==> config.mk <==
export PLATFORM = sky130hd
export DESIGN_NAME = hp_value_bank
export DESIGN_NICKNAME = d
export VERILOG_FILES = /design/src/hp_pkg.sv /design/src/hp_value_bank.sv
export VERILOG_INCLUDE_DIRS = /design/src
export SDC_FILE = /design/constraint.sdc
export NUM_CORES = 1
export LEC_CHECK = 0
export BUFFER_PORTS_ARGS = -buffer_cell sky130_fd_sc_hd__buf_2
export CORE_UTILIZATION = 53
export CTS_BUF_LIST = sky130_fd_sc_hd__clkbuf_4 sky130_fd_sc_hd__clkbuf_8 sky130_fd_sc_hd__clkbuf_16
export CTS_CLUSTER_SIZE = 12
export DETAILED_ROUTE_END_ITERATION = 8
export PLACE_DENSITY = 0.86
export SYNTH_ARGS = -nofsm -noshare
export SYNTH_HDL_FRONTEND = slang
export SYNTH_SLANG_ARGS = --single-unit
==> constraint.sdc <==
create_clock -name i_clk_sys -period 11.3 [get_ports i_clk_sys]
set_input_delay 1.13 -clock i_clk_sys [delete_from_list [all_inputs] [get_ports i_clk_sys]]
set_output_delay 1.13 -clock i_clk_sys [all_outputs]
set_load 0.02 [all_outputs]
==> src/hp_defines.svh <==
// constants for the high-precision value bank
`ifndef HP_DEFINES_SVH
`define HP_DEFINES_SVH

// parameter code numbers
`define HP_CODE_W       11
`define HP_CODE_MAIN    11'h17c
`define HP_CODE_LOOP    11'h17d
`define HP_CODE_MEAS    11'h17e
`define HP_CODE_TLIM    11'h183
`define HP_CODE_TDEM    11'h184
`define HP_CODE_PHASE   11'h187
`define HP_CODE_FIELD   11'h188
`define HP_CODE_EXTRA   11'h189

// value spans, 14 bits plus sign; loop sum span 15 bits plus sign
`define HP_FULL_POS     16'h4000
`define HP_FULL_NEG     16'hc000
`define HP_SUM_POS      17'h07fff
`define HP_SUM_NEG      17'h18001

// reset values
`define HP_MAIN_RESET   16'h0000
`define HP_TLIM_RESET   16'h4000
`define HP_FIELD_RESET  16'h4000

`endif

==> src/hp_pkg.sv <==
// types of the high-precision value bank
package hp_pkg;
`include "hp_defines.svh"

   // one parameter access, from the communication side or the keypad (from_comm)
   typedef struct packed {
      logic                   valid;
      logic                   write;
      logic                   from_comm;
      logic [`HP_CODE_W-1:0]  code;
      logic [15:0]            wdata;
   } hp_req_type;

   // answer to one parameter access
   typedef struct packed {
      logic        ack;
      logic        err;
      logic [15:0] rdata;
   } hp_rsp_type;

endpackage : hp_pkg

==> src/hp_value_bank.sv <==
// high-precision set and actual value bank of a dc speed controller
`timescale 1ns/1ns
`include "hp_defines.svh"

// Notes on behaviour
// RULE1 - each value has 14 bits of magnitude plus a sign
// RULE2 - words reachable only from the communication interface, not keypad
// RULE3 - controller values pass straight through, no scaling, no rounding
// RULE4 - main speed setpoint: 16384 equals configured maximum speed
// RULE5 - main setpoint read/write, -16384..16384; host writes only that span
// RULE6 - loop input is read-only sum of ramped main and extra, +-32767
// RULE7 - measured speed read-only, 16384 equals configured maximum speed
// RULE8 - torque limit read/write, 16384 is full torque, -16384..16384
// RULE9 - torque demand read-only display, 16384 is full torque
// RULE10 - rotor phase from encoder, 16384 counts per revolution
// RULE11 - rotor phase unsigned up to 65535, four turns before wrap
// RULE12 - incremental encoder: phase reads zero until zero mark seen
// RULE13 - field current setpoint never below configured minimum field
// RULE14 - in field weakening a larger field setpoint does not leave it
// RULE15 - field current setpoint spans 0..16384, 16384 is rated field
// RULE16 - field setpoint loadable from a cyclic process input word
// RULE17 - extra setpoint word reports supplementary demand, 16384 full
// RULE18 - signed words 16-bit two's complement, phase and field unsigned
module hp_value_bank
   import hp_pkg::*;
(
   // clock and reset
   input  wire logic               i_clk_sys,
   input  wire logic               i_reset,
   // parameter access
   input  wire hp_req_type         i_req,
   output hp_rsp_type              o_rsp,
   // controller values, already normalised
   input  wire logic signed [15:0] i_main_ramped,
   input  wire logic signed [15:0] i_extra_ramped,
   input  wire logic signed [15:0] i_speed_meas,
   input  wire logic signed [15:0] i_torque_demand,
   input  wire logic signed [15:0] i_extra_setpoint,
   // encoder and field status
   input  wire logic [15:0]        i_phase_count,
   input  wire logic               i_enc_incremental,
   input  wire logic               i_zero_mark,
   input  wire logic               i_field_weak,
   input  wire logic [15:0]        i_min_field,
   // cyclic process input word
   input  wire logic               i_pd_valid,
   input  wire logic               i_pd_map_field,
   input  wire logic [15:0]        i_pd_word,
   // setpoints to the controller
   output logic signed [15:0]      o_main_setpoint,
   output logic signed [15:0]      o_torque_limit,
   output logic [15:0]             o_field_setpoint
);

   // stored words
   logic signed [15:0] main_reg;
   logic signed [15:0] tlim_reg;
   logic [15:0]        field_reg;
   hp_rsp_type         rsp_reg;
   // zero mark synchroniser and sticky flag
   logic               zm_meta_reg;
   logic               zm_sync_reg;
   logic               zero_seen_reg;

   // combinational helpers
   logic signed [15:0] wsig;
   logic               sig_in_span;
   logic               acc_ok;
   logic               wr_ok;
   logic               wr_main;
   logic               wr_tlim;
   logic               wr_field;
   logic               pd_field;
   logic [15:0]        fld_src;
   logic [15:0]        min_eff;
   logic [15:0]        fld_floor;
   logic [15:0]        fld_next;
   logic [15:0]        keep_floor;
   logic signed [16:0] loop_sum;
   logic signed [15:0] loop_sat;
   logic [15:0]        phase_view;
   hp_rsp_type         rsp_next;

   // access qualification
   assign wsig        = signed'(i_req.wdata);
   assign sig_in_span = (wsig >= signed'(`HP_FULL_NEG)) &&
                        (wsig <= signed'(`HP_FULL_POS)); // RULE1
   assign acc_ok      = i_req.valid && i_req.from_comm; // RULE2
   assign wr_ok       = acc_ok && i_req.write;
   assign wr_main     = wr_ok && (i_req.code == `HP_CODE_MAIN) &&
                        sig_in_span; // RULE5
   assign wr_tlim     = wr_ok && (i_req.code == `HP_CODE_TLIM) &&
                        sig_in_span; // RULE8
   assign wr_field    = wr_ok && (i_req.code == `HP_CODE_FIELD) &&
                        (i_req.wdata <= `HP_FULL_POS); // RULE15
   assign pd_field    = i_pd_valid && i_pd_map_field &&
                        (i_pd_word <= `HP_FULL_POS); // RULE16

   // field setpoint candidate, parameter write beats process word
   assign fld_src    = wr_field ? i_req.wdata : i_pd_word;
   assign min_eff    = (i_min_field > `HP_FULL_POS) ? `HP_FULL_POS
                                                    : i_min_field;
   assign fld_floor  = (fld_src < min_eff) ? min_eff : fld_src; // RULE13
   assign fld_next   = (i_field_weak && (fld_floor > keep_floor)) ?
                       keep_floor : fld_floor; // RULE14
   assign keep_floor = (field_reg < min_eff) ? min_eff : field_reg; // RULE13

   // loop input sum, saturated
   assign loop_sum = {i_main_ramped[15], i_main_ramped} +
                     {i_extra_ramped[15], i_extra_ramped};
   always_comb begin
      if (loop_sum > signed'(`HP_SUM_POS)) begin
         loop_sat = 16'h7fff; // RULE6
      end else if (loop_sum < signed'(`HP_SUM_NEG)) begin
         loop_sat = 16'h8001; // RULE6
      end else begin
         loop_sat = loop_sum[15:0]; // RULE6
      end
   end

   // phase view, blanked before zero mark on incremental feedback
   assign phase_view = (i_enc_incremental && !zero_seen_reg) ?
                       16'h0000 : i_phase_count; // RULE12

   // answer decode, raw controller values without scaling
   always_comb begin
      rsp_next       = '0;
      rsp_next.ack   = i_req.valid;
      rsp_next.err   = i_req.valid && !i_req.from_comm; // RULE2
      if (acc_ok) begin
         case (i_req.code)
            `HP_CODE_MAIN: begin
               rsp_next.rdata = main_reg; // RULE3
               rsp_next.err   = i_req.write && !sig_in_span;
            end
            `HP_CODE_LOOP: begin
               rsp_next.rdata = loop_sat; // RULE6
               rsp_next.err   = i_req.write;
            end
            `HP_CODE_MEAS: begin
               rsp_next.rdata = i_speed_meas; // RULE7
               rsp_next.err   = i_req.write;
            end
            `HP_CODE_TLIM: begin
               rsp_next.rdata = tlim_reg; // RULE8
               rsp_next.err   = i_req.write && !sig_in_span;
            end
            `HP_CODE_TDEM: begin
               rsp_next.rdata = i_torque_demand; // RULE9
               rsp_next.err   = i_req.write;
            end
            `HP_CODE_PHASE: begin
               rsp_next.rdata = phase_view; // RULE10 RULE11
               rsp_next.err   = i_req.write;
            end
            `HP_CODE_FIELD: begin
               rsp_next.rdata = field_reg; // RULE15
               rsp_next.err   = i_req.write && !wr_field;
            end
            `HP_CODE_EXTRA: begin
               rsp_next.rdata = i_extra_setpoint; // RULE17
               rsp_next.err   = i_req.write;
            end
            default: begin
               rsp_next.err = 1'b1;
            end
         endcase
      end
   end

   // answer register
   always_ff @(posedge i_clk_sys) begin
      if (i_reset) begin
         rsp_reg <= '0;
      end else begin
         rsp_reg <= rsp_next;
      end
   end

   // main speed setpoint, raw 16-bit two's complement
   always_ff @(posedge i_clk_sys) begin
      if (i_reset) begin
         main_reg <= `HP_MAIN_RESET;
      end else if (wr_main) begin
         main_reg <= wsig; // RULE4
      end
   end

   // torque limit
   always_ff @(posedge i_clk_sys) begin
      if (i_reset) begin
         tlim_reg <= `HP_TLIM_RESET;
      end else if (wr_tlim) begin
         tlim_reg <= wsig; // RULE18
      end
   end

   // field current setpoint, floor tracked every cycle
   always_ff @(posedge i_clk_sys) begin
      if (i_reset) begin
         field_reg <= `HP_FIELD_RESET;
      end else if (wr_field || pd_field) begin
         field_reg <= fld_next; // RULE16
      end else begin
         field_reg <= keep_floor; // RULE13
      end
   end

   // zero mark synchroniser
   always_ff @(posedge i_clk_sys) begin
      if (i_reset) begin
         zm_meta_reg <= 1'b0;
         zm_sync_reg <= 1'b0;
      end else begin
         zm_meta_reg <= i_zero_mark;
         zm_sync_reg <= zm_meta_reg;
      end
   end

   // zero mark seen, sticky until reset
   always_ff @(posedge i_clk_sys) begin
      if (i_reset) begin
         zero_seen_reg <= 1'b0;
      end else if (zm_sync_reg) begin
         zero_seen_reg <= 1'b1; // RULE12
      end
   end

   // outputs
   assign o_rsp            = rsp_reg;
   assign o_main_setpoint  = main_reg;
   assign o_torque_limit   = tlim_reg;
   assign o_field_setpoint = field_reg;

   // checks
   a_main_span_hold: assert property (@(posedge i_clk_sys) // RULE5
      disable iff (i_reset)
      (main_reg >= signed'(`HP_FULL_NEG)) &&
      (main_reg <= signed'(`HP_FULL_POS)))
      else $error("main setpoint out of span");

   a_main_write_direct: assert property (@(posedge i_clk_sys) // RULE3
      disable iff (i_reset)
      wr_main |=> (o_main_setpoint == $past(wsig)) ##1
      (o_main_setpoint == $past(wsig, 2)) || $past(wr_main))
      else $error("main setpoint not stored as written");

   a_tlim_span_hold: assert property (@(posedge i_clk_sys) // RULE8
      disable iff (i_reset)
      (tlim_reg >= signed'(`HP_FULL_NEG)) &&
      (tlim_reg <= signed'(`HP_FULL_POS)))
      else $error("torque limit out of span");

   a_keypad_access_refused: assert property (@(posedge i_clk_sys) // RULE2
      disable iff (i_reset)
      (i_req.valid && !i_req.from_comm) |=> o_rsp.ack && o_rsp.err &&
      (o_rsp.rdata == 16'h0000))
      else $error("keypad access was not refused");

   a_ack_one_cycle: assert property (@(posedge i_clk_sys)
      disable iff (i_reset)
      i_req.valid |=> o_rsp.ack ##1 (o_rsp.ack == $past(i_req.valid)))
      else $error("answer not one cycle after request");

   a_loop_sum_span: assert property (@(posedge i_clk_sys) // RULE6
      disable iff (i_reset)
      (acc_ok && (i_req.code == `HP_CODE_LOOP)) |=>
      (signed'(o_rsp.rdata) >= signed'(16'h8001)) &&
      (o_rsp.rdata[15] == $past(loop_sum[16])))
      else $error("loop input sum wrong or out of span");

   a_phase_zero_blank: assert property (@(posedge i_clk_sys) // RULE12
      disable iff (i_reset)
      (acc_ok && (i_req.code == `HP_CODE_PHASE) && i_enc_incremental &&
       !zero_seen_reg) |=> (o_rsp.rdata == 16'h0000))
      else $error("phase shown before zero mark");

   a_field_floor_held: assert property (@(posedge i_clk_sys) // RULE13
      disable iff (i_reset)
      !$past(i_reset) |-> (o_field_setpoint >= $past(min_eff)))
      else $error("field setpoint below minimum");

   a_field_weak_kept: assert property (@(posedge i_clk_sys) // RULE14
      disable iff (i_reset)
      (i_field_weak && (wr_field || pd_field) && (min_eff <= field_reg))
      |=> (field_reg <= $past(field_reg)))
      else $error("field weakening left by larger setpoint");

   a_field_span_hold: assert property (@(posedge i_clk_sys) // RULE15
      disable iff (i_reset)
      field_reg <= `HP_FULL_POS)
      else $error("field setpoint above rated");

   a_idle_answer_zero: assert property (@(posedge i_clk_sys)
      disable iff (i_reset)
      !i_req.valid |=> (o_rsp == '0))
      else $error("answer shown without a request");

   a_ro_write_refused: assert property (@(posedge i_clk_sys) // RULE7
      disable iff (i_reset)
      (wr_ok && ((i_req.code == `HP_CODE_LOOP) ||
                 (i_req.code == `HP_CODE_MEAS) ||
                 (i_req.code == `HP_CODE_TDEM) ||
                 (i_req.code == `HP_CODE_PHASE) ||
                 (i_req.code == `HP_CODE_EXTRA))) |=> o_rsp.err)
      else $error("write to read-only word accepted");

   a_meas_read_direct: assert property (@(posedge i_clk_sys) // RULE7
      disable iff (i_reset)
      (acc_ok && (i_req.code == `HP_CODE_MEAS)) |=>
      (o_rsp.rdata == $past(i_speed_meas)))
      else $error("measured speed not returned unchanged");

   a_tdem_read_direct: assert property (@(posedge i_clk_sys) // RULE9
      disable iff (i_reset)
      (acc_ok && (i_req.code == `HP_CODE_TDEM)) |=>
      (o_rsp.rdata == $past(i_torque_demand)))
      else $error("torque demand not returned unchanged");

   a_extra_read_direct: assert property (@(posedge i_clk_sys) // RULE17
      disable iff (i_reset)
      (acc_ok && (i_req.code == `HP_CODE_EXTRA)) |=>
      (o_rsp.rdata == $past(i_extra_setpoint)))
      else $error("extra setpoint not returned unchanged");

   a_phase_read_direct: assert property (@(posedge i_clk_sys) // RULE11
      disable iff (i_reset)
      (acc_ok && (i_req.code == `HP_CODE_PHASE) &&
       (!i_enc_incremental || zero_seen_reg)) |=>
      (o_rsp.rdata == $past(i_phase_count)))
      else $error("rotor phase not returned unchanged");

   a_zero_mark_set: assert property (@(posedge i_clk_sys) // RULE12
      disable iff (i_reset)
      zm_sync_reg |=> zero_seen_reg)
      else $error("zero mark not recorded");

   a_tlim_write_direct: assert property (@(posedge i_clk_sys) // RULE8
      disable iff (i_reset)
      wr_tlim |=> (o_torque_limit == $past(wsig)))
      else $error("torque limit not stored as written");

   a_pd_field_load: assert property (@(posedge i_clk_sys) // RULE16
      disable iff (i_reset)
      (pd_field && !wr_field && !i_field_weak &&
       (i_pd_word >= min_eff)) |=>
      (o_field_setpoint == $past(i_pd_word)))
      else $error("process word not loaded into field setpoint");

endmodule : hp_value_bank

Word level (Yosys, flattened, before mapping)

Cells that the tools add are included.

Input port bits: 165
Bits in registers: 69
Word-level logic and storage cells: 65
Output and inout bits: 66

Magnitude comparators: 10
Bitwise logic cells: 1
Multiplexer cells: 12
Reductions and logical operators: 24
Add/subtract/negate cells: 1
Equality and inequality tests: 8

Operators with widths:

| cell                                                                                  | count |
|---|---|
| 16-bit two-way mux                                                                    | 9 |
| 16-bit case mux with 8 select lines                                                   | 1 |
| 11-bit by 9-bit == test with 1-bit output, second input constant                      | 8 |
| 16-bit by 15-bit <= comparator with 1-bit output, second input constant               | 2 |
| 16-bit less-than comparator                                                           | 2 |
| 16-bit by 16-bit adder with 17-bit output                                             | 1 |
| 17-bit by 16-bit > comparator with 1-bit output, second input constant                | 1 |
| 17-bit by 16-bit less-than comparator with 1-bit output, second input constant        | 1 |
| 17-bit two-way mux                                                                    | 1 |
| 16-bit by 15-bit greater-or-equal comparator with 1-bit output, second input constant | 1 |
| 16-bit by 15-bit > comparator with 1-bit output, second input constant                | 1 |
| 16-bit > comparator                                                                   | 1 |
| 16-bit <= comparator, second input constant                                           | 1 |
| 1-bit logical AND                                                                     | 16 |
| 5-bit OR reduction                                                                    | 1 |
| 1-bit logical NOT                                                                     | 4 |
| 2-bit OR reduction                                                                    | 2 |
| 1-bit case mux with 3 select lines                                                    | 1 |
| 1-bit logical OR                                                                      | 1 |
| 1-bit NOT                                                                             | 1 |

Longest topological paths before layout

Gate-level depths: netlist (run 1).

Depth after elaboration: 11
Mapped depth: 30
Gate-level depth less buffers: 25

Worst setup path after synthesis (run 1)

No wires, ideal clock.

Path type: input port to flip-flop
Start point: input port i_req[20] (netlist name)
End point: register field_reg[14], in the netlist o_field_setpoint[14]
Stages: 29
Data arrival time: 7.205 ns
Path slack: 3.978 ns
Buffers on the path: 5
Required time: 11.184 ns
Setup time: 0.116 ns
Cells stage by stage: or4b_4 -> nand4bb_4 -> nor3_4 -> nor4b_2 -> buf_4 -> buf_1 -> mux2i_1 -> inv_1 -> ha_1 -> a21o_1 -> a21oi_1 -> nor2b_1 -> o21ai_0 -> o211ai_1 -> a31oi_1 -> clkbuf_1 -> clkbuf_1 -> nand2_1 -> o21ai_0 -> ha_1 -> a21o_1 -> a21o_1 -> a21oi_1 -> nor2_1 -> nor3_1 -> o32a_1 -> clkbuf_1 -> nand3_1 -> o211a_1

Word-level cells in the longest chain between the ends: 10
Elaborated cells on any way between the ends: 11
Classes of those cells: 2 x order compare; 1 x eq/ne; 4 x mux; 4 x reduce/logical

RTL lines:

| what                                          | line                 | source |
|---|---|---|
| start, declared                               | hp_value_bank.sv:31  | `input wire hp_req_type i_req,` |
| 11-bit by 9-bit == test with 1-bit output (*) | n/a                  |  |
| 1-bit logical AND (*) (2 in a row)            | hp_value_bank.sv:94  | `` assign wr_field = wr_ok && (i_req.code == `HP_CODE_FIELD) && `` |
| 16-bit two-way mux                            | hp_value_bank.sv:100 | `assign fld_src = wr_field ? i_req.wdata : i_pd_word;` |
| 16-bit less-than comparator                   | hp_value_bank.sv:103 | `assign fld_floor = (fld_src < min_eff) ? min_eff : fld_src;` |
| 16-bit two-way mux                            | hp_value_bank.sv:103 |  |
| 16-bit > comparator                           | hp_value_bank.sv:104 | `assign fld_next = (i_field_weak && (fld_floor > keep_floor)) ?` |
| 1-bit logical AND                             | hp_value_bank.sv:104 |  |
| 16-bit two-way mux                            | hp_value_bank.sv:104 |  |
| 16-bit two-way mux (*)                        | hp_value_bank.sv:202 | `end else if (wr_field \|\| pd_field) begin` |
| end signal, assigned                          | hp_value_bank.sv:201 | `` field_reg <= `HP_FIELD_RESET; `` |
| end signal, assigned                          | hp_value_bank.sv:203 | `field_reg <= fld_next;` |
| end signal, assigned                          | hp_value_bank.sv:205 | `field_reg <= keep_floor;` |
| end, declared                                 | hp_value_bank.sv:58  | `logic [15:0] field_reg;` |

Every way passes the cells marked *; elsewhere a longest branch is shown, timed or not.
A chain may end at the register's enable or synchronous reset.

Worst setup path in the final report (run 1)

Same ends and word-level chain as after synthesis.

==> flow_metrics.py, run 1 <==
metrics = {
    "outcome": {
        "status": "complete, no violations",
    },
    "sta": {
        "setup_viol": 0,
        "rsz0062_at_grt": "false",
        "min_period_ps": 8130,
        "slew_violations": 0,
        "tns_ps": 0,
        "hold-worst-slack_ps": 441,
        "final.period_utilization_pct": 71.9,
        "final.setup_skew_ps": 8.78,
        "tightest_slew_ps": 1280,
        "hold_violations": 0,
        "fmax_ghz": 0.123,
        "maxSlewHeadroom_pct": 14.4,
    },
    "clock_tree": {
        "cts_tree": "built",
        "cts_setup_buffers": 0,
        "htreeDepth": 3,
        "cts_buffers": 9,
        "cts_resized": 0,
        "clock_latency_ps": 360,
        "clkTransAtPathRegs_ps": 80,
        "cts_hold_buf": 0,
        "cts_sinks": 69,
        "clk_path_buf_depth": 2,
        "root_buffer": "clkbuf_8",
    },
    "drt": {
        "routed_wl_um": 20500,
        "ant_nets": 0,
        "viasPerCell": 6.38,
        "vias": 6722,
        "drc": 0,
        "drtPass1Iterations": 9,
        "wl_per_cell_um": 19.5,
        "drtIter0Drc": 892,
    },
    "hold_path": {
        "hold_path.class": "flip-flop to flip-flop",
        "min_path_cells": 2,
    },
    "synth": {
        "synth_area_leader_cell": "dfxtp_1",
        "yosysWarnings": 0,
        "async_flop_share_pct": 0,
        "synthDistinctLibCells": 64,
        "synth_top_area_share_pct": 24.1,
        "avgSynthCellArea_um2": 8.26,
        "ys.flop_type": "dfxtp_1",
        "seq_area_frac_synth_pct": 24.1,
        "synthTopCellsByArea": "dfxtp_1, ha_1, mux2i_1, a222oi_1, nor2_1",
        "netlist_instances": 694,
        "synth_edf_count": 0,
        "postSynthRegisterBits": 69,
        "synth.cell_area_um2": 5730,
    },
    "power": {
        "p_per_area_nw_per_um2": 93.4,
        "ir_drop_mv": 0.0536,
        "p_leak_uw": 0.00365,
        "p_total_uw": 679,
    },
    "die": {
        "rows": 37,
        "die_w_um": 106,
        "boundaryPins": 231,
        "die_area_um2": 11200,
        "die_y_um": 106,
        "initial_core_util_pct": 55.0,
        "core_area_um2": 10400,
    },
    "final_layout": {
        "antenna_cells": 0,
        "largest_reg_flops": 18,
        "nets": 1142,
        "drive_gt1_share_pct": 29.7,
        "fin_util_pct": 69.8,
        "area_growth_pct": 26.7,
        "regArea_um2": 1380,
        "multi_input_comb_area_um2": 4130,
        "fillCellCount": 910,
    },
    "grt": {
        "grt_usage_pct": 35.8,
        "antenna_found_initial": 0,
        "grt_start_max_net_pins": 53,
        "overflow": 0,
        "grt_pass1_vias": 6140,
        "grt_pass1_wl_um": 31600,
    },
    "worst_setup_path": {
        "path_class": "input pin to flip-flop",
        "crit_path_max_fanout": 26,
        "cp.arrival_ps": 8380,
        "cp.required_ps": 11560,
        "reg2regPathDepth": 18,
        "cp-start-kind": "input pin",
        "crit_path_end_kind": "flip-flop",
    },
    "placed_design": {
        "io_buffers": 230,
        "hpwl_um": 16000,
        "place.gp.congestion": 0.955,
    },
    "flow_run": {
        "cap_violations": 0,
    },
}
placed cells by master, fill, tap and decap left out, types with 3 or more instances in the layout:
cell      count
a21oi_1      39
a311oi_1      3
nor2_1       62
o211ai_1     10
xnor2_1       3
nor3_1        8
a41oi_1       7
a211oi_1      8
o21ai_0      34
nor4_1       12
ha_1         62
nor2b_1      11
a31oi_1       3
nor3_2        3
nand3_1      11
nand2_1      59
a222oi_1     32
mux2i_1      69
a21o_1       20
buf_4        10
dfxtp_1      69
buf_2       230
xor2_1        7
inv_1        37
nand4_1      17
o221ai_1      9
clkbuf_8      9
or3_1        18
nand2b_1      4
where the power goes:
group	internal [uW]	switching, uW
Clock	123	104
Combinational	85.0	114
Sequential	247	5.47
worst max-delay path: stages:
cell	delay, ps
buf_2	110
or4b_4	540
nand4bb_4	270
nor3_4	600
nor4b_4	310
buf_4	340
mux2i_1	320
inv_1	80
ha_1	290
a21o_1	180
a21o_1	170
a21oi_1	220
o211ai_1	120
a31oi_2	330
buf_4	370
o21ai_0	190
ha_1	350
a21o_1	190
a21o_1	170
a21oi_1	130
nor2_1	50
nor3_1	250
o32a_1	650
nand3_1	570
o211a_1	400
final cells by class:
| type | instances | area share, % |
|---|---|---|
| sequential | 69 | 19.0 |
| multi-input combinational | 555 | 56.8 |
| clock buffer | 9 | 1.70 |
| timing repair buffer | 240 | 16.9 |
| inverter | 39 | 2.01 |
| tap | 136 | 2.34 |
| clock inverter | 6 | 1.22 |
per-layer routing:
metal  part of all wire [%]  GRT usage, %  up-vias
met2                     47          60.0      431
met3                     11          4.35       71
met5                      0             0        -
met1                     39          46.7     3117
met4                    3.1          14.3        0
li1                       -             -     3103
stage by stage:
step                      instances  worst slack [ps]  instance area [um^2]
final                          1054              3170                  7270
after global routing           1054              2810                  7270
after CTS                      1054              3400                  7270
after detailed placement       1039              3080                  7050
after global placement         1039              3250                  7050
after floorplan                 695              3980                  5740
final timing paths:
path | start | end | slack [ps]
min | zm_sync_reg | zero_seen_reg | 440
max | i_req[20] | o_field_setpoint[14] | 3170
max reg2reg | o_field_setpoint[5] | o_field_setpoint[14] | 6210
min reg2reg | zm_sync_reg | zero_seen_reg | 440
kinds of logic (layout without fill, tap and decap cells):
kind of cell / after synthesis / after routing / synth area share (%)
and+or+nand+nor: 222 / 222 / 19.6
AOI/OAI and AO/OA: 187 / 187 / 23.5
muxes: 71 / 71 / 12.4
buffers and inverters: 71 / 294 / 4.89
DFF: 69 / 69 / 24.1
adders and majority gates: 63 / 63 / 13.9
xor gates and xnor gates: 10 / 10 / 1.53
other: 1 / 2 / 0.0654
synth_stat cells, drive strengths merged (2+ instances only):
master    n
ha       62
a41oi     7
o211ai   10
a311oi    3
clkinv    2
o311ai    2
nor2     62
nand2b    4
a222oi   32
or2       2
nor4     13
o21ai    34
or4       2
o31ai     2
a31oi     4
nand3    11
inv      37
xnor2     3
a211oi    8
dfxtp    69
nand4    17
a21oi    39
a21o     20
mux2i    69
clkbuf   25
o221ai    9
and4b     2
nand2    59
buf       7
nor3     12
xor2      7
nor2b    11
nor3b     3
mux2      2
or3      18
a2111oi   2
No activity file was read; power rests on OpenSTA's default activity.
==> run 2, diff against run 1 <==
Settings changed: CORE_UTILIZATION 53 to 45, PLACE_DENSITY 0.86 to 0.78.
Clock period 11.3 ns to 7.2 ns, I/O delays scaled along.
==> flow_metrics.py, run 2 (synthesized netlist as in run 1, its figures left out) <==
metrics = {
    "grt": {
        "antenna_found_initial": 0,
        "grt_usage_pct": 32.0,
        "overflow": 0,
        "grt_start_max_net_pins": 53,
        "grt_pass1_vias": 6068,
        "grt_pass1_wl_um": 31900,
    },
    "sta": {
        "min_period_ps": 6300,
        "hold_violations": 0,
        "maxSlewHeadroom_pct": 15.0,
        "finalWorstSetupSlack_ps": 905,
        "slew_violations": 0,
        "final.setup_skew_ps": 6.66,
        "setup_viol": 0,
        "final.period_utilization_pct": 87.4,
        "tightest_slew_ps": 1270,
        "rsz0062_at_grt": "false",
        "fmax_ghz": 0.159,
        "tns_ps": 0,
    },
    "power": {
        "internal-power_uw": 841,
        "seqPwrFrac_pct": 32.8,
        "p_per_area_nw_per_um2": 162,
        "swShare_pct": 30.3,
        "ir_drop_mv": 0.150,
        "pwr-share-comb_pct": 26.7,
        "power_frac_clock_pct": 40.5,
        "p_leak_uw": 0.00373,
        "p_total_uw": 1210,
        "switching_power_uw": 365,
    },
    "die": {
        "die_area_um2": 13200,
        "core_area_um2": 12200,
        "rows": 40,
        "initial_core_util_pct": 46.9,
        "die_w_um": 115,
        "die_y_um": 115,
        "boundaryPins": 231,
    },
    "worst_setup_path": {
        "max_stage_delay_ps": 540,
        "reg2regPathDepth": 16,
        "crit_slowest_cell": "or4b_4",
        "path_class": "input pin to flip-flop",
        "cp.required_ps": 7410,
        "crit_path_end_kind": "flip-flop",
        "crit_path_max_fanout": 32,
        "cp-start-kind": "input pin",
        "cp.arrival_ps": 6500,
    },
    "final_layout": {
        "nets": 1146,
        "final_cell_count_no_fill": 1091,
        "layout_common_cells": "buf_2, mux2i_1, dfxtp_1",
        "regArea_um2": 1380,
        "fillCellCount": 1132,
        "area_growth_pct": 30.2,
        "largest_reg_flops": 18,
        "layout_commonest_cell": "buf_2",
        "drive_gt1_share_pct": 30.1,
        "multi_input_comb_area_um2": 4130,
        "antenna_cells": 0,
    },
    "placed_design": {
        "post-place-ws_ps": 696,
        "io_buffers": 230,
        "place.gp.congestion": 0.996,
        "hpwl_um": 17000,
        "placed_cells": 1075,
    },
    "drt": {
        "routed_wl_um": 21600,
        "drtIter0Drc": 801,
        "drc": 0,
        "drtPass1Iterations": 6,
        "vias": 6671,
        "ant_nets": 0,
        "wl_per_cell_um": 19.8,
        "viasPerCell": 6.11,
    },
    "flow_run": {
        "cap_violations": 0,
    },
    "outcome": {
        "status": "complete, no violations",
    },
    "hold_path": {
        "hold_path.class": "flip-flop to flip-flop",
        "min_path_cells": 2,
    },
    "clock_tree": {
        "cts_hold_buf": 0,
        "clk_path_buf_depth": 2,
        "cts_tree": "built",
        "htreeDepth": 3,
        "root_buffer": "clkbuf_16",
        "clkTransAtPathRegs_ps": 60,
        "clock_latency_ps": 340,
        "cts_resized": 0,
        "cts_buffers": 9,
        "cts_sinks": 69,
        "cts_setup_buffers": 0,
    },
}
[run 2: changes by cell type in the layout (fill, tap and decap cells not counted)]
cell and change:
clkbuf_4 +1, buf_4 +3, clkinv_2 -1, clkbuf_16 +9, clkbuf_8 -8, buf_12 +1
[run 2: worst paths after layout]
| path | startpoint | to | slack [ps] |
|---|---|---|---|
| max | i_req[20] | o_field_setpoint[8] | 900 |
| min | zm_sync_reg | zero_seen_reg | 440 |
| max reg2reg | o_field_setpoint[15] | o_field_setpoint[8] | 2490 |
| min reg2reg | zm_sync_reg | zero_seen_reg | 440 |
[run 2: critical path, delay by kind of cell]
kind / cells / cell delay (ps)
and+or+nand+nor: 8 / 2060
AOI/OAI and AO/OA: 8 / 1680
buffers and inverters: 5 / 920
adders and majority gates: 2 / 610
muxes: 2 / 460
[run 2: per-layer routing]
metal	GRT usage, %	part of all wire [%]	up-vias
li1	-	-	3114
met1	41.2	41	3106
met2	53.3	47	409
met3	6.27	9.4	42
met4	11.1	2.7	0
met5	0	0	-
[run 2: cell type report]
class                      instances  area share, %
multi-input combinational        555           55.3
sequential                        69           18.5
clock inverter                     5           1.12
inverter                          39           1.96
tap                              168           2.82
timing repair buffer             244           17.0
clock buffer                      11           3.30
[run 2: power groups by stage]
stage / sequential, uW / combinational [uW] / clock [uW]
after floorplan: 406 / 189 / 0
after global placement: 404 / 310 / 0
after detailed placement: 404 / 312 / 0
after CTS: 395 / 314 / 490
after global routing: 396 / 351 / 509
final: 396 / 322 / 488
[run 2: metrics by stage]
| step | area, um^2 | hold WS, ps | util [%] |
|---|---|---|---|
| 2_1_floorplan | 5740 | 411 | - |
| 3_3_place_gp | 7140 | 419 | 58.4 |
| 3_5_place_dp | 7140 | 429 | 58.4 |
| 4_1_cts | 7470 | 442 | 61.1 |
| 5_1_grt | 7470 | 466 | 61.1 |
| 6_report | 7470 | 437 | 61.1 |
==> run 3, diff against run 2 <==
Clock period 7.2 ns to 5.5 ns, I/O delays scaled along.
==> flow_metrics.py, run 3 (synthesized netlist as in run 1, its figures left out) <==
metrics = {
    "outcome": {
        "status": "complete, but fails checks",
        "violations": "setup timing",
    },
    "grt": {
        "overflow": 0,
        "antenna_found_initial": 1,
        "grt_usage_pct": 35.6,
        "grt_pass1_vias": 6892,
        "grt_pass1_wl_um": 36100,
        "grt_start_max_net_pins": 53,
    },
    "worst_setup_path": {
        "path_class": "input pin to flip-flop",
        "crit_path_max_fanout": 6,
        "cp-start-kind": "input pin",
        "crit_start": "i_req[22]",
        "cp.arrival_ps": 6340,
        "reg2regPathDepth": 17,
        "r2r-end": "o_field_setpoint[4]",
        "crit_path_end_kind": "flip-flop",
        "r2r-start": "o_field_setpoint[15]",
        "reg2reg_slack_ps": 1030,
        "cp.required_ps": 5760,
        "cp-endpoint": "o_field_setpoint[4]",
    },
    "placed_design": {
        "hpwl_um": 17800,
        "io_buffers": 230,
        "place_area_um2": 7570,
        "place.gp.congestion": 0.959,
    },
    "final_layout": {
        "design_area_um2": 8480,
        "area_growth_pct": 48.0,
        "nets": 1228,
        "layout_common_cells": "buf_2, buf_4, dfxtp_1",
        "layout_commonest_cell": "buf_2",
        "drive_gt1_share_pct": 40.8,
        "largest_reg_flops": 18,
    },
    "clock_tree": {
        "root_buffer": "clkbuf_16",
        "clkTransAtPathRegs_ps": 60,
        "cts_sinks": 69,
        "clock_latency_ps": 340,
        "cts_hold_buf": 0,
        "clk_path_buf_depth": 2,
        "cts_tree": "built",
        "cts_buffers": 9,
        "htreeDepth": 3,
    },
    "power": {
        "p_leak_uw": 0.00422,
        "p_total_uw": 1700,
        "p_per_area_nw_per_um2": 201,
        "ir_drop_mv": 0.178,
    },
    "sta": {
        "setup_viol": 16,
        "rsz0062_at_grt": "true",
        "maxSlewHeadroom_pct": 25.6,
        "final.period_utilization_pct": 111,
        "final.setup_skew_ps": 9.55,
        "tightest_slew_ps": 1110,
        "finalWorstSetupSlack_ps": -585,
        "min_period_ps": 6080,
        "slew_violations": 0,
        "fmax_ghz": 0.164,
        "hold_violations": 0,
    },
    "die": {
        "die_area_um2": 13200,
        "die_w_um": 115,
        "boundaryPins": 231,
        "core_area_um2": 12200,
        "rows": 40,
        "die_y_um": 115,
        "initial_core_util_pct": 46.9,
    },
    "drt": {
        "drtIter0Drc": 1135,
        "viasPerCell": 6.42,
        "drc": 0,
        "drtPass1Iterations": 7,
        "routed_wl_um": 25800,
        "vias": 7551,
        "ant_nets": 0,
        "wl_per_cell_um": 22.0,
    },
    "hold_path": {
        "min_from": "i_zero_mark",
        "hold_path.class": "input pin to flip-flop",
    },
    "flow_run": {
        "cap_violations": 0,
    },
}
## run 3: critical path, cell delays in order
cell and delay, ps:
buf_6 90, or4b_4 530, nand4bb_4 230, nor3_4 240, nor4b_4 290, buf_12 170, buf_12 140, mux2i_4 320
inv_1 80, ha_1 200, a21o_1 170, a21o_1 170, a21oi_1 170, o211ai_1 170, a31oi_4 270, buf_6 140
buf_6 110, mux2i_1 220, ha_1 180, nand4_1 130, or3_4 420, o21ai_2 170, nor3_2 80, o32a_1 400
buf_6 150, buf_6 120, or3_4 320, o211ai_1 90
## run 3: worst min-delay path by stage
stage	depth (start not counted)	slack [ps]	end
CTS	2	450	zm_meta_reg
global placement	2	420	zero_seen_reg
finish	2	440	zm_meta_reg
detailed placement	1	430	zm_sync_reg
floorplan	2	410	zero_seen_reg
global route	2	460	zm_meta_reg
## run 3: final cells by class
cell class | count | area [um^2]
Antenna cell | 3 | 7.51
Fill cell | 961 | 3730
Timing Repair Buffer | 326 | 1970
Inverter | 39 | 146
Clock inverter | 7 | 105
Sequential cell | 69 | 1380
Multi-Input combinational cell | 555 | 4440
Tap cell | 168 | 210
Clock buffer | 9 | 225
## run 3: report_power, final
part	switching, uW	total [uW]	leakage [uW]	internal, uW
sequential	12.5	520	0.000558	507
combinational	290	531	0.00350	240
clock	249	654	0.000159	405
## run 3: through the flow
| stage | hold WS [ps] | setup WS [ps] | instances | utilization [%] | setup TNS [ps] |
|---|---|---|---|---|---|
| 2_1_floorplan | 411 | -429 | 695 | - | -6400 |
| 3_3_place_gp | 417 | -529 | 1128 | 62.0 | -7680 |
| 3_5_place_dp | 435 | -613 | 1128 | 62.0 | -9170 |
| 4_1_cts | 446 | -60.0 | 1167 | 67.7 | -680 |
| 5_1_grt | 464 | -719 | 1174 | 69.4 | -10420 |
| 6_report | 444 | -585 | 1176 | 69.5 | -8130 |
## run 3: what timing repair did
item,CTS,global route
hold endpoints to repair,0,0
cloned,1,0
gates resized for setup,40,36
pin swaps,21,19
setup buffers,22,8
endpoints found under the setup margin,16,16
## run 3: metal layers
| layer | vias up | routed length (um) | GRT usage, % |
|---|---|---|---|
| met4 | 0 | 1700 | 22.1 |
| met1 | 3494 | 9700 | 43.8 |
| li1 | 3293 | - | - |
| met3 | 159 | 2900 | 7.59 |
| met2 | 605 | 11500 | 56.8 |
| met5 | - | 0 | 0 |
